**src/rtl/ser_defines.svh**
```systemverilog
// Offsets, field positions, reset values and bus constants of the supply enable block
// ==========================================================================
// How it works
// - Enable bit 3 turns the positive gate regulator on; resets to 0.
// - Any source or gate enable also starts the shared step-up converter.
// - Backlight starts only once enabled and bias soft-start has completed.
// - Enable bit 0 picks phase-shift dimming when 1; resets to 1.
// - Phase-shift choice is latched at each backlight start; changes while it runs are ignored.
// - Eight-bit positive source level code, read/write, resets to 0x14.
`ifndef SER_DEFINES_SVH
`define SER_DEFINES_SVH

// ==========================================================================
// Register offsets
`define SER_OFS_ENABLES   8'h02
`define SER_OFS_POS_LEVEL 8'h03

// ==========================================================================
// Enable register field positions
`define SER_BIT_PHASE     0
`define SER_BIT_BLIGHT    1
`define SER_BIT_GVEE      2
`define SER_BIT_GVDD      3
`define SER_BIT_NEG       4
`define SER_BIT_POS       5
`define SER_BIT_BOOST     6

// ==========================================================================
// Reset values
`define SER_RST_ENABLES   7'h01
`define SER_RST_POS_LEVEL 8'h14
`define SER_RD_UNMAPPED   8'h00

// ==========================================================================
// Serial bus constants
`define SER_DEV_ADDR      7'h2A
`define SER_BITS_BYTE     4'h8

`endif

```
**src/rtl/ser_pkg.sv**
```systemverilog
// Types shared by the supply enable block
package ser_pkg;

   // Control outputs towards the analog supply domains
   typedef struct packed {
      logic boost;      // Main boost converter on
      logic pos;        // Positive source supply on
      logic neg;        // Negative source supply on
      logic gvdd;       // Positive gate regulator on
      logic gvee;       // Negative gate regulator on
      logic step_up;    // Shared step-up converter on
      logic bl_run;     // Backlight converter and sinks running
      logic phase;      // Latched phase-shift dimming choice
   } ser_supply_t;

   // Serial slave states
   typedef enum logic [3:0] {
      SER_IDLE  = 4'b0000,
      SER_ADDR  = 4'b0001,
      SER_ACK_A = 4'b0010,
      SER_PTR   = 4'b0011,
      SER_ACK_P = 4'b0100,
      SER_WDATA = 4'b0101,
      SER_ACK_W = 4'b0110,
      SER_RDATA = 4'b0111,
      SER_RACK  = 4'b1000
   } ser_state_t;

endpackage

```
**src/rtl/ser_regs.sv**
```systemverilog
// Serial-controlled supply enable and positive source level registers
`timescale 1ns/1ps
`default_nettype none
`include "ser_defines.svh"

module ser_regs #(
   parameter logic [6:0] DEV_ADDR = `SER_DEV_ADDR  // Bus address, value arbitrary
) (
   input  wire logic          clk,          // 250 MHz internal clock
   input  wire logic          rstn,         // Power-on reset, async, active low
   input  wire logic          scl,          // Serial clock pin
   input  wire logic          sda_in,       // Serial data pin level
   output logic               sda_out,      // Serial data drive value
   output logic               sda_oe,       // Serial data pull-low enable
   input  wire logic          ss_done,      // Bias section soft-start complete
   output ser_pkg::ser_supply_t supply,     // Supply domain controls
   output logic [7:0]         pos_level     // Positive source level code
);
   import ser_pkg::*;

   // ======================================================================
   // Pin synchronisers
   logic [1:0] scl_sync;
   logic [1:0] sda_sync;
   logic [1:0] ssd_sync;
   logic       scl_d;
   logic       sda_d;

   // Two flops before any logic sees the pins
   always_ff @(posedge clk or negedge rstn) begin
      if (!rstn) begin
         scl_sync <= 2'h3;
         sda_sync <= 2'h3;
         ssd_sync <= 2'h0;
         scl_d    <= 1'b1;
         sda_d    <= 1'b1;
      end else begin
         scl_sync <= {scl_sync[0], scl};
         sda_sync <= {sda_sync[0], sda_in};
         ssd_sync <= {ssd_sync[0], ss_done};
         scl_d    <= scl_sync[1];
         sda_d    <= sda_sync[1];
      end
   end

   wire scl_s    = scl_sync[1];
   wire sda_s    = sda_sync[1];
   wire ss_s     = ssd_sync[1];
   wire scl_rise = scl_s & ~scl_d;
   wire scl_fall = ~scl_s & scl_d;
   wire bus_start = scl_s & scl_d & sda_d & ~sda_s;
   wire bus_stop  = scl_s & scl_d & ~sda_d & sda_s;

   // ======================================================================
   // Register storage and read decode
   logic [6:0] enables;
   logic       reg_we;
   logic [7:0] reg_addr;
   logic [7:0] reg_wdata;

   // Read value of any offset; bit 7 of enables is always zero
   function automatic logic [7:0] rd_reg(input logic [7:0] a, input logic [6:0] en,
                                         input logic [7:0] lvl);
      case (a)
         `SER_OFS_ENABLES:   rd_reg = {1'b0, en};
         `SER_OFS_POS_LEVEL: rd_reg = lvl;
         default:            rd_reg = `SER_RD_UNMAPPED;
      endcase
   endfunction

   // Enable register write; bit 7 of the written byte is dropped
   always_ff @(posedge clk or negedge rstn) begin
      if (!rstn) begin
         enables <= `SER_RST_ENABLES;
      end else if (reg_we && reg_addr == `SER_OFS_ENABLES) begin
         enables <= reg_wdata[6:0];
      end
   end

   // Positive source level code
   always_ff @(posedge clk or negedge rstn) begin
      if (!rstn) begin
         pos_level <= `SER_RST_POS_LEVEL;
      end else if (reg_we && reg_addr == `SER_OFS_POS_LEVEL) begin
         pos_level <= reg_wdata;
      end
   end

   // ======================================================================
   // Supply controls
   wire any_rail = enables[`SER_BIT_POS] | enables[`SER_BIT_NEG] |
                   enables[`SER_BIT_GVDD] | enables[`SER_BIT_GVEE];
   wire bl_go    = enables[`SER_BIT_BLIGHT] & ss_s;

   // Rail enables, step-up pull-in and backlight start gating
   always_ff @(posedge clk or negedge rstn) begin
      if (!rstn) begin
         supply <= '0;
      end else begin
         supply.boost   <= enables[`SER_BIT_BOOST];
         supply.pos     <= enables[`SER_BIT_POS];
         supply.neg     <= enables[`SER_BIT_NEG];
         supply.gvdd    <= enables[`SER_BIT_GVDD];
         supply.gvee    <= enables[`SER_BIT_GVEE];
         supply.step_up <= enables[`SER_BIT_BOOST] | any_rail;
         supply.bl_run  <= bl_go;
         if (bl_go && !supply.bl_run) begin
            supply.phase <= enables[`SER_BIT_PHASE];
         end
      end
   end

   // ======================================================================
   // Serial slave
   ser_state_t state;
   logic [3:0] cnt;
   logic [7:0] shreg;
   logic [7:0] ptr;
   logic       rnw;
   logic       nack;
   logic [7:0] rd_val;

   assign sda_out  = 1'b0;   // Open drain: only ever pulls low
   assign reg_addr = ptr;
   // Byte that the next read slot will send, taken whole at its first bit
   assign rd_val   = rd_reg(ptr, enables, pos_level);

   // Byte collection, acknowledge, pointer and read shifting
   always_ff @(posedge clk or negedge rstn) begin
      if (!rstn) begin
         state     <= SER_IDLE;
         cnt       <= 4'h0;
         shreg     <= 8'h00;
         ptr       <= 8'h00;
         rnw       <= 1'b0;
         nack      <= 1'b0;
         sda_oe    <= 1'b0;
         reg_we    <= 1'b0;
         reg_wdata <= 8'h00;
      end else begin
         reg_we <= 1'b0;
         if (bus_start) begin
            state  <= SER_ADDR;
            cnt    <= 4'h0;
            sda_oe <= 1'b0;
         end else if (bus_stop) begin
            state  <= SER_IDLE;
            sda_oe <= 1'b0;
         end else begin
            case (state)
               SER_ADDR, SER_PTR, SER_WDATA: begin
                  if (scl_rise && cnt != `SER_BITS_BYTE) begin
                     shreg <= {shreg[6:0], sda_s};
                     cnt   <= cnt + 4'h1;
                  end else if (scl_fall && cnt == `SER_BITS_BYTE) begin
                     cnt <= 4'h0;
                     if (state == SER_ADDR) begin
                        if (shreg[7:1] == DEV_ADDR) begin
                           rnw    <= shreg[0];
                           sda_oe <= 1'b1;
                           state  <= SER_ACK_A;
                        end else begin
                           state <= SER_IDLE;
                        end
                     end else if (state == SER_PTR) begin
                        ptr    <= shreg;
                        sda_oe <= 1'b1;
                        state  <= SER_ACK_P;
                     end else begin
                        reg_we    <= 1'b1;
                        reg_wdata <= shreg;
                        sda_oe    <= 1'b1;
                        state     <= SER_ACK_W;
                     end
                  end
               end
               SER_ACK_A: begin
                  if (scl_fall) begin
                     if (rnw) begin
                        shreg  <= rd_val;
                        sda_oe <= ~rd_val[7];
                        cnt    <= 4'h1;
                        state  <= SER_RDATA;
                     end else begin
                        sda_oe <= 1'b0;
                        state  <= SER_PTR;
                     end
                  end
               end
               SER_ACK_P: begin
                  if (scl_fall) begin
                     sda_oe <= 1'b0;
                     state  <= SER_WDATA;
                  end
               end
               SER_ACK_W: begin
                  if (scl_fall) begin
                     sda_oe <= 1'b0;
                     ptr    <= ptr + 8'h01;   // Auto-increment after each write
                     state  <= SER_WDATA;
                  end
               end
               SER_RDATA: begin
                  if (scl_fall) begin
                     if (cnt == `SER_BITS_BYTE) begin
                        sda_oe <= 1'b0;
                        ptr    <= ptr + 8'h01;
                        state  <= SER_RACK;
                     end else begin
                        shreg  <= {shreg[6:0], 1'b0};
                        sda_oe <= ~shreg[6];
                        cnt    <= cnt + 4'h1;
                     end
                  end
               end
               SER_RACK: begin
                  if (scl_rise) begin
                     nack <= sda_s;
                  end else if (scl_fall) begin
                     if (nack) begin
                        state <= SER_IDLE;
                     end else begin
                        shreg  <= rd_val;
                        sda_oe <= ~rd_val[7];
                        cnt    <= 4'h1;
                        state  <= SER_RDATA;
                     end
                  end
               end
               default: begin
                  sda_oe <= 1'b0;
                  state  <= SER_IDLE;
               end
            endcase
         end
      end
   end
endmodule // ser_regs
`default_nettype wire

```
**config.mk**
```make
export PLATFORM = sky130hd
export DESIGN_NAME = ser_regs
export DESIGN_NICKNAME = d
export VERILOG_FILES = /design/src/rtl/ser_pkg.sv /design/src/rtl/ser_regs.sv
export VERILOG_INCLUDE_DIRS = /design/src /design/src/rtl
export SDC_FILE = /design/constraint.sdc
export NUM_CORES = 1
export LEC_CHECK = 0
export ABC_AREA = 1
export BUFFER_PORTS_ARGS = -buffer_cell sky130_fd_sc_hd__buf_2
export CORE_UTILIZATION = 30
export DETAILED_ROUTE_END_ITERATION = 10
export PLACE_DENSITY = 0.56
export SLEW_MARGIN = 20
export SYNTH_ARGS = -nofsm -noshare
export SYNTH_HDL_FRONTEND = slang
export SYNTH_SLANG_ARGS = --single-unit
```
**constraint.sdc**
```tcl
create_clock -name clk -period 1.91 [get_ports clk]
set_input_delay 0.382 -clock clk [delete_from_list [all_inputs] [get_ports clk]]
set_output_delay 0.382 -clock clk [all_outputs]
set_load 0.05 [all_outputs]
```
# Word level (Yosys, flattened, before mapping)
# Index checks and enable logic that the tools add are counted.
[word_totals] out_inout_bits=18 in_bits=5 reg_bits=67 elab_cells=182
[classes] n_reduce_logical=19 addsub=2 n_eq_ne=46 bitwise_logic=23 n_mux=68
[op_table] operator="8-bit two-way mux" count=15
[op_table] operator="4-bit two-way mux" count=22
[op_table] operator="4-bit != test (second input constant)" count=10
[op_table] operator="8-bit case mux with 4 select lines" count=1
[op_table] operator="2-bit != test (second input constant)" count=15
[op_table] operator="8-bit case mux with 3 select lines" count=1
[op_table] operator="1-bit two-way mux" count=21
[op_table] operator="3-bit != test (second input constant)" count=7
[op_table] operator="4-bit case mux with 5 select lines" count=1
[op_table] operator="10-bit AND reduction" count=2
[op_table] operator="4-bit by 3-bit equality test with 1-bit output (second input constant)" count=4
[op_table] operator="8-bit by 2-bit equality test with 1-bit output (second input constant)" count=2
[op_table] operator="4-bit case mux with 4 select lines" count=1
[op_table] operator="8-bit case mux with 2 select lines" count=1
[op_table] operator="7-bit AND reduction" count=2
[op_table] operator="1-bit inverter" count=11
[op_table] operator="11-bit AND reduction" count=1
[op_table] operator="9-bit AND reduction" count=1
[op_table] operator="8-bit by 1-bit adder with 8-bit output (second input constant)" count=1
[op_table] operator="1-bit bitwise AND" count=8
[op_table] operator="4-bit by 2-bit equality test with 1-bit output (second input constant)" count=2
[op_table] operator="4-bit equality test (second input constant)" count=2
[op_table] operator="8-bit AND reduction" count=1
[op_table] operator="7-bit by 6-bit equality test with 1-bit output (second input constant)" count=1
[op_table] operator="other kinds (16)" count=25

# Longest topological paths before layout
# Gate-level depths: netlist of run 1.
[logic_depth] depth_word=9 depth_mapped=11

# Worst setup path before layout of run 1
# Ideal clock, no wire load.
[synth_path] path_kind="register to register" start="register cnt[0]" end="register state[2]" required_time_ns=1.792 stages_incl_launch_ff=11 path_slack_ns=0.283 setup_ns=0.118 period_less_slack_ns=1.627 path_buffers=0 t_arrival_ns=1.509 path_cell_list="dfrtp_1 > inv_1 > ha_1 > nand2_1 > nor2_1 > nand2_2 > nand2_1 > nand3_2 > or2_1 > nand3_1 > nand2_1"
[synth_between] elab_chain_len=4 elab_cells_between_ends=8
[synth_lines] element="start: declaration" line_no="ser_regs.sv:116" text="logic [3:0] cnt;"
[synth_lines] element="start signal: assignment" line_no="ser_regs.sv:154" text="cnt <= cnt + 4'h1;"
[synth_lines] element="start signal: assignment" line_no="ser_regs.sv:212" text="cnt <= cnt + 4'h1;"
[synth_lines] element="4-bit equality test (no source line) / 4-bit != test (equally long branches)"
[synth_lines] element="1-bit logical AND (no source line)"
[synth_lines] element="4-bit != test (no source line)"
[synth_lines] element="8-bit AND reduction (no source line) (*)"
[synth_lines] element="end signal: assignment" line_no="ser_regs.sv:131" text="state <= SER_IDLE;"
[synth_lines] element="end signal: assignment" line_no="ser_regs.sv:143" text="state <= SER_ADDR;"
[synth_lines] element="end signal: assignment" line_no="ser_regs.sv:147" text="state <= SER_IDLE;"
[synth_lines] element="end: declaration" line_no="ser_regs.sv:115" text="ser_state_t state;"
# Mark *: on every way between the ends. The rest lies on a longest branch, timed or not.
# A chain may end at the register's enable or synchronous reset.

# Worst setup path in the final report of run 1
[layout_path] start="register state[0]" end="register ptr[0]"
[layout_between] elab_chain_len=4 elab_cells_between_ends=16
[layout_lines] element="4-bit by 1-bit equality test with 1-bit output, or another cell as far along" line_no="ser_regs.sv:150, ser_regs.sv:157"
[layout_lines] element="3-bit OR reduction" line_no="ser_regs.sv:150" text="case (state)"
[layout_lines] element="2-bit != test (no source line) / 3-bit nonzero test (equally long branches)"
[layout_lines] element="10-bit AND reduction (no source line)"
[layout_lines] element="end signal: assignment" line_no="ser_regs.sv:166" text="ptr <= shreg;"
[layout_lines] element="end signal: assignment" line_no="ser_regs.sv:199" text="ptr <= ptr + 8'h01;"
[layout_lines] element="end signal: assignment" line_no="ser_regs.sv:207" text="ptr <= ptr + 8'h01;"
[layout_lines] element="end: declaration" line_no="ser_regs.sv:118" text="logic [7:0] ptr;"
# Parallel ways exist; a longest one is shown, timed or not.

==> flow_metrics.tcl, run 1 <==
set metrics [dict create \
    outcome "complete, but fails checks" \
    violations_in_the_final_reports "DRC" \
    layout.area.seq_um2 1688 \
    fillerInstances 1220 \
    via_count 3022 \
    critical_path.max_stage_delay_ps 560 \
    dieArea_um2 12550 \
    leakage_nw 2.185 \
    flow.area_growth_from_synthesis_pct 18.40 \
    final_core_util_pct 37.02 \
    synth_most_common_cell "sky130_fd_sc_hd__nand2_1" \
    clk_latency_ps 340 \
    worst_ir_drop_vdd_mv 0.4599 \
    yosysUniqueCellTypes 38 \
    post_drt_via_cell_ratio 4.722 \
    cts-buffers-inserted 9 \
    starting_density_of_the_core_pct 31.26 \
    final-instance-count-excl-fill 640 \
    ys.warnings.count 0 \
    clock-sinks 67 \
    totalPowerFinal_mw 3.548 \
    drive_above_1_share_pct 21.93 \
    final.setup.tns_ps 0 \
    grt_first_pass_wirelength_um 14300 \
    htree_levels 3 \
    timing.critical_path.fanout_max 13 \
    internal_power_consumption_mw 2.727 \
    antennaDiodeCount 0 \
    finalWorstPathRequiredPeriod_ps 1779 \
    count_of_nets_after_finishing 501 \
    clk_path_buf_depth 2 \
    pwr_density_cell_nw_per_um2 825.3 \
    rrSetupSlack_ps 130 \
    row_count 39 \
    worst_ep_arrival_time_ps 2000 \
    rsz0062_at_grt "no" \
    hpwl_um 5990 \
    avgRoutedWirePerCell_um 12.87 \
    cts_hold_buf 0 \
    biggest_area_contributors_in_the_synthesized_netlist "sky130_fd_sc_hd__dfrtp_1 (40%), sky130_fd_sc_hd__nand2_1 (16%), sky130_fd_sc_hd__nand3_1 (7.0%), sky130_fd_sc_hd__dfstp_2 (6.5%), sky130_fd_sc_hd__o21ai_0 (4.5%)" \
    final_max_slew_viol_count 0 \
    critical_path.endpoint_type "flip-flop" \
    start_kind "flip-flop" \
    antenna_found_initial 0 \
    routed-wl-met2_um 3827 \
    clock-root-buffer "sky130_fd_sc_hd__clkbuf_16" \
    die_w_um 112.0 \
    yosys_most_used_dff "sky130_fd_sc_hd__dfrtp_1" \
    drt_pass1_iterations 8 \
    die_h_um 112.0 \
    postSynthCellCount 458 \
    place.detailed.instances 622 \
    p_sw_share_pct 23.14 \
    synth_common_cells "sky130_fd_sc_hd__nand2_1 (158), sky130_fd_sc_hd__dfrtp_1 (58), sky130_fd_sc_hd__nand3_1 (51), sky130_fd_sc_hd__inv_1 (33), sky130_fd_sc_hd__o21ai_0 (33)" \
    setup_ws_ps 130.6 \
    synth_enable_flop_cells 0 \
    top_signal_layer_used "met4" \
    final_hold_viol_count 0 \
    postSynthNetCount 467 \
    number_of_synthesized_register_bits 67 \
    crit_slowest_cell "sky130_fd_sc_hd__dfrtp_1" \
    slew-limit-headroom_pct 65.71 \
    seq_area_frac_synth_pct 46.49 \
    postSynthAreaPerCell_um2 7.928 \
    gr-total-overflow 0 \
    netSwitchingPower_mw 0.8210 \
    hold_path.class "in -> async" \
    timing.final.crit_share_pct 93.16 \
    wl_met1_um 3998 \
    tritoncts "built" \
    critPathKind "reg -> reg" \
    crit_required_ps 2130 \
    synth_async_sr_flop_share_pct 100.0 \
    seq_power_share_pct 43.0 \
    netlist.top_cell.by_area "sky130_fd_sc_hd__dfrtp_1" \
    comb_power_share_pct 5.8 \
    max_freq_mhz 562.0 \
    multi_input_area_um2 1738 \
    worst_slew_pin_slew_ps 513.2 \
    setup_violations 0 \
    fin_hold_ws_ps 45.52 \
    layout.cell_area.non_filler_um2 4299 \
    dpl-instance-area_um2 3940 \
    critical_path.cell_chain "nand4_2 > nor2_1 > a21oi_2 > nand2_2 > clkinv_2 > nand2_1 > o21ai_2" \
    netlist.area_leader.share_pct 39.97 \
    grt_max_degree 68 \
    gr-usage-all-layers_pct 14.37 \
    netlist_area_um2 3631 \
    clkSlewWorstSetupHoldPaths_ps 60 \
    drt.antenna.violating_nets 0 \
    design.portCount 23 \
    place_worst_setup_slack_ps 46.38 \
    power.share.clock_pct 51.2 \
    via_count_of_the_first_global_routing_pass 2930 \
    io_buffers 21 \
    initial_detailed_routing_violation_count 148 \
    wl_met3_um 266 \
    drt_drc_violations_left 1 \
    clock-skew-final_ps 7.260 \
    gpl.final_weighted_congestion 0.9294 \
    core_area_um2 11610 \
    drt-total-wl_um 8234 \
    cap_violations 0 \
]
worst paths after layout:
path | start | cells past startpoint | endpoint
setup / recovery | state[0]$_DFFE_PN0P_ | 7 | ptr[0]$_DFFE_PN0P_
hold / removal | rstn | 2 | pos_level[1]$_DFFE_PN0P_
setup reg to reg | state[0]$_DFFE_PN0P_ | 7 | ptr[0]$_DFFE_PN0P_
hold reg to reg | ssd_sync[0]$_DFF_PN0_ | 0 | ssd_sync[1]$_DFF_PN0_
max in group asynchronous | rstn | 2 | scl_sync[0]$_DFF_PN1_
min in group clk | sda_in | 1 | sda_sync[0]$_DFF_PN1_
worst max-delay path: cells and delay by family, from the launching register on:
family	cells	cell delay, ps
flip-flops	1	560
AND/OR/NAND/NOR	4	780
AO/OA/AOI/OAI	2	110
buffers and inverters	1	210
cell families (layout without fill, tap and decap cells):
family                     count (synthesis)  in the layout  share of synthesized area (%)
xor gates and xnor gates                   4              4                         0.9650
AOI/OAI and AO/OA                         47             47                          7.615
DFF                                       67             67                          46.49
other                                      1              1                         0.1033
buffers and inverters                     53             92                          6.065
and+or+nand+nor                          280            280                          36.77
muxes                                      2              2                         0.6202
adders and majority gates                  4              4                          1.378
routing by layer:
layer | track usage, % | vias to the layer above
li1 | - | 1535
met1 | 19.44 | 1426
met2 | 21.86 | 50
met3 | 3.186 | 11
met4 | 6.844 | 0
met5 | 0 | -
what timing repair did:
| action | CTS | global route |
|---|---|---|
| resized for setup | 0 | 5 |
| setup endpoints to repair | 0 | 23 |
| buffers inserted | 0 | 2 |
cell usage in the layout, fill, tap and decap left out, drive strengths merged, types with 3 or more instances in the layout:
| master | netlist | final |
|---|---|---|
| or2 | 3 | 3 |
| nand4 | 8 | 8 |
| a21oi | 4 | 4 |
| nor2 | 40 | 40 |
| xor2 | 3 | 3 |
| nand3 | 55 | 55 |
| nand2 | 169 | 169 |
| dfstp | 9 | 9 |
| ha | 4 | 4 |
| buf | 6 | 32 |
| inv | 44 | 44 |
| nor3 | 5 | 5 |
| clkbuf | 3 | 11 |
| o21ai | 40 | 40 |
| dfrtp | 58 | 58 |
final cells by class:
| type | instances | area share [%] |
|---|---|---|
| timing repair buffer | 32 | 4.657 |
| multi-input combinational | 338 | 40.43 |
| tap | 143 | 4.162 |
| sequential | 67 | 39.26 |
| inverter | 44 | 3.871 |
| clock buffer | 11 | 5.646 |
| clock inverter | 5 | 1.979 |
power by group through the flow:
stage / combinational, mW / sequential, mW / clock (mW)
2_1_floorplan: 0.144 / 1.53 / 0
3_3_place_gp: 0.202 / 1.55 / 0
3_5_place_dp: 0.204 / 1.55 / 0
4_1_cts: 0.206 / 1.53 / 1.85
5_1_grt: 0.240 / 1.53 / 1.91
6_report: 0.207 / 1.53 / 1.82
sequential cells by signal, summed over array words and instances, names as in the netlist, 2 cells and up:
name / cells
supply: 8
scl_sync: 2
sda_sync: 2
shreg: 8
reg_wdata: 8
ptr: 8
state: 4
pos_level: 8
ssd_sync: 2
cnt: 4
enables: 7
Note: power is estimated with default switching activity, not from simulation.
==> run 2, diff against run 1 <==
- GPL_TIMING_DRIVEN: default -> 0
==> flow_metrics.tcl, run 2 (same netlist as run 1, synthesis figures left out) <==
set metrics [dict create \
    outcome "complete, but fails checks" \
    violations_in_the_final_reports "DRC" \
    hpwl_um 6082 \
    clock-root-buffer "sky130_fd_sc_hd__clkbuf_16" \
    critical_path.max_stage_delay_ps 410 \
    critPathKind "reg -> reg" \
    layout.cells.most_common "sky130_fd_sc_hd__nand2_1" \
    flow.area_growth_from_synthesis_pct 20.95 \
    die_w_um 112.0 \
    starting_density_of_the_core_pct 31.26 \
    count_of_nets_after_finishing 512 \
    max_freq_mhz 560.3 \
    clock-skew-final_ps 8.016 \
    worst_ep_arrival_time_ps 2040 \
    fin_hold_ws_ps 151.5 \
    die_h_um 112.0 \
    clkSlewWorstSetupHoldPaths_ps 60 \
    final_max_slew_viol_count 0 \
    via_count_of_the_first_global_routing_pass 3012 \
    drt_pass1_iterations 7 \
    initial_detailed_routing_violation_count 131 \
    tritoncts "built" \
    critical_path.endpoint_type "flip-flop" \
    clk_latency_ps 330 \
    drt-total-wl_um 8386 \
    gr-usage-all-layers_pct 14.42 \
    crit_slowest_cell "sky130_fd_sc_hd__dfrtp_1" \
    timing.final.crit_share_pct 93.44 \
    antennaDiodeCount 0 \
    setup_violations 0 \
    drt.antenna.violating_nets 0 \
    post_drt_via_cell_ratio 4.713 \
    critical_path.cell_chain "inv_2 > ha_1 > nand2_2 > nor2_4 > nand2_4 > a21oi_2 > nand2_2 > inv_2 > buf_8 > nand2_1 > o21ai_2" \
    hold_path.class "in -> reg" \
    leakage_nw 2.239 \
    htree_levels 3 \
    grt_first_pass_wirelength_um 14570 \
    final_hold_viol_count 0 \
    clock-sinks 67 \
    final-instance-count-excl-fill 651 \
    avgRoutedWirePerCell_um 12.88 \
    finalWorstPathRequiredPeriod_ps 1785 \
    core_area_um2 11610 \
    cap_violations 0 \
    dieArea_um2 12550 \
    drive_above_1_share_pct 24.61 \
    totalPowerFinal_mw 3.462 \
    clk_path_buf_depth 2 \
    start_kind "flip-flop" \
    grt_max_degree 44 \
    antenna_found_initial 0 \
    place.detailed.instances 623 \
    worst_ir_drop_vdd_mv 0.5196 \
    drt_drc_violations_left 1 \
    fillerInstances 1206 \
    row_count 39 \
    io_buffers 21 \
    gpl.final_weighted_congestion 0.8347 \
    design.portCount 23 \
    final_cell_mix "sky130_fd_sc_hd__nand2_1 (155), sky130_fd_sc_hd__dfrtp_1 (57), sky130_fd_sc_hd__nand3_1 (50), sky130_fd_sc_hd__o21ai_0 (33), sky130_fd_sc_hd__inv_1 (32)" \
    pwr_density_cell_nw_per_um2 788.4 \
    crit_required_ps 2160 \
    gr-total-overflow 0 \
    cts-buffers-inserted 9 \
    timing.critical_path.fanout_max 10 \
    via_count 3068 \
]
-- run 2: changes by cell type in the layout (fill, tap and decap cells not counted), sizes merged --
cell,change
clkbuf,+1
bufinv,-1
buf,+8
clkinv,-2
clkinvlp,+1
dlygate4sd3,+1
inv,+3
-- run 2: what timing repair did --
| action | CTS | global route |
|---|---|---|
| endpoints found under the setup margin | 11 | 43 |
| hold buffers | 1 | 0 |
| pin swaps | 0 | 5 |
| gates resized for setup | 1 | 15 |
| setup buffers | 0 | 11 |
| hold endpoints to repair | 22 | 0 |
-- run 2: path summary, 6_finish.rpt --
check                      cells after the start  slack (ps)                  start                     end
max reg2reg                                   11         130     cnt[0]$_DFFE_PN0P_      ptr[5]$_DFFE_PN0P_
min                                            1         150                 sda_in   sda_sync[0]$_DFF_PN1_
max                                           11         130     cnt[0]$_DFFE_PN0P_      ptr[5]$_DFFE_PN0P_
min reg2reg                                    0         350  ssd_sync[0]$_DFF_PN0_   ssd_sync[1]$_DFF_PN0_
max in group asynchronous                      3         820                   rstn         sda_d$_DFF_PN1_
min in group asynchronous                      2         500                   rstn  enables[1]$_DFFE_PN0P_
-- run 2: per-layer routing --
metal	GRT usage [%]	part of all wire (%)	up-vias
met5	0	0	-
met4	4.178	1.1	0
met3	2.646	2.5	5
met2	22.57	45	36
met1	20.42	51	1462
li1	-	-	1565
-- run 2: cell type report --
| type | instances | area, µm² | share of cell area, % |
|---|---|---|---|
| timing repair buffer | 34 | 227.7 | 5.185 |
| multi-input combinational | 338 | 1760 | 40.09 |
| sequential | 67 | 1689 | 38.46 |
| clock inverter | 6 | 71.32 | 1.624 |
| buffer | 9 | 60.06 | 1.368 |
| clock buffer | 10 | 239.0 | 5.442 |
| tap | 143 | 178.9 | 4.074 |
| inverter | 44 | 165.2 | 3.761 |
-- run 2: metrics by stage --
| stage | cell area, µm² | utilization, % | worst slack (ps) | setup TNS, ps |
|---|---|---|---|---|
| 2_1_floorplan | 3631 | - | 283.4 | 0 |
| 3_3_place_gp | 3915 | 33.71 | -29.61 | -68.25 |
| 3_5_place_dp | 3945 | 33.97 | -35.97 | -132.7 |
| 4_1_cts | 4268 | 36.75 | 6.154 | 0 |
| 5_1_grt | 4392 | 37.82 | -4.138 | -4.138 |
| 6_report | 4392 | 37.82 | 125.2 | 0 |
-- run 2: critical path: cells and delay by family (launching register included) --
family          cells  cell delay, ps
compound gates      2             200
flops               1             410
simple gates        5             550
fa+ha+maj           1             190
buf+inv             3             330
-- run 2: power breakdown --
group | switching (mW) | leakage [nW] | internal, mW
clock network | 0.654 | 0.146 | 1.06
registers | 0.0566 | 0.894 | 1.47
logic | 0.140 | 1.20 | 0.0843
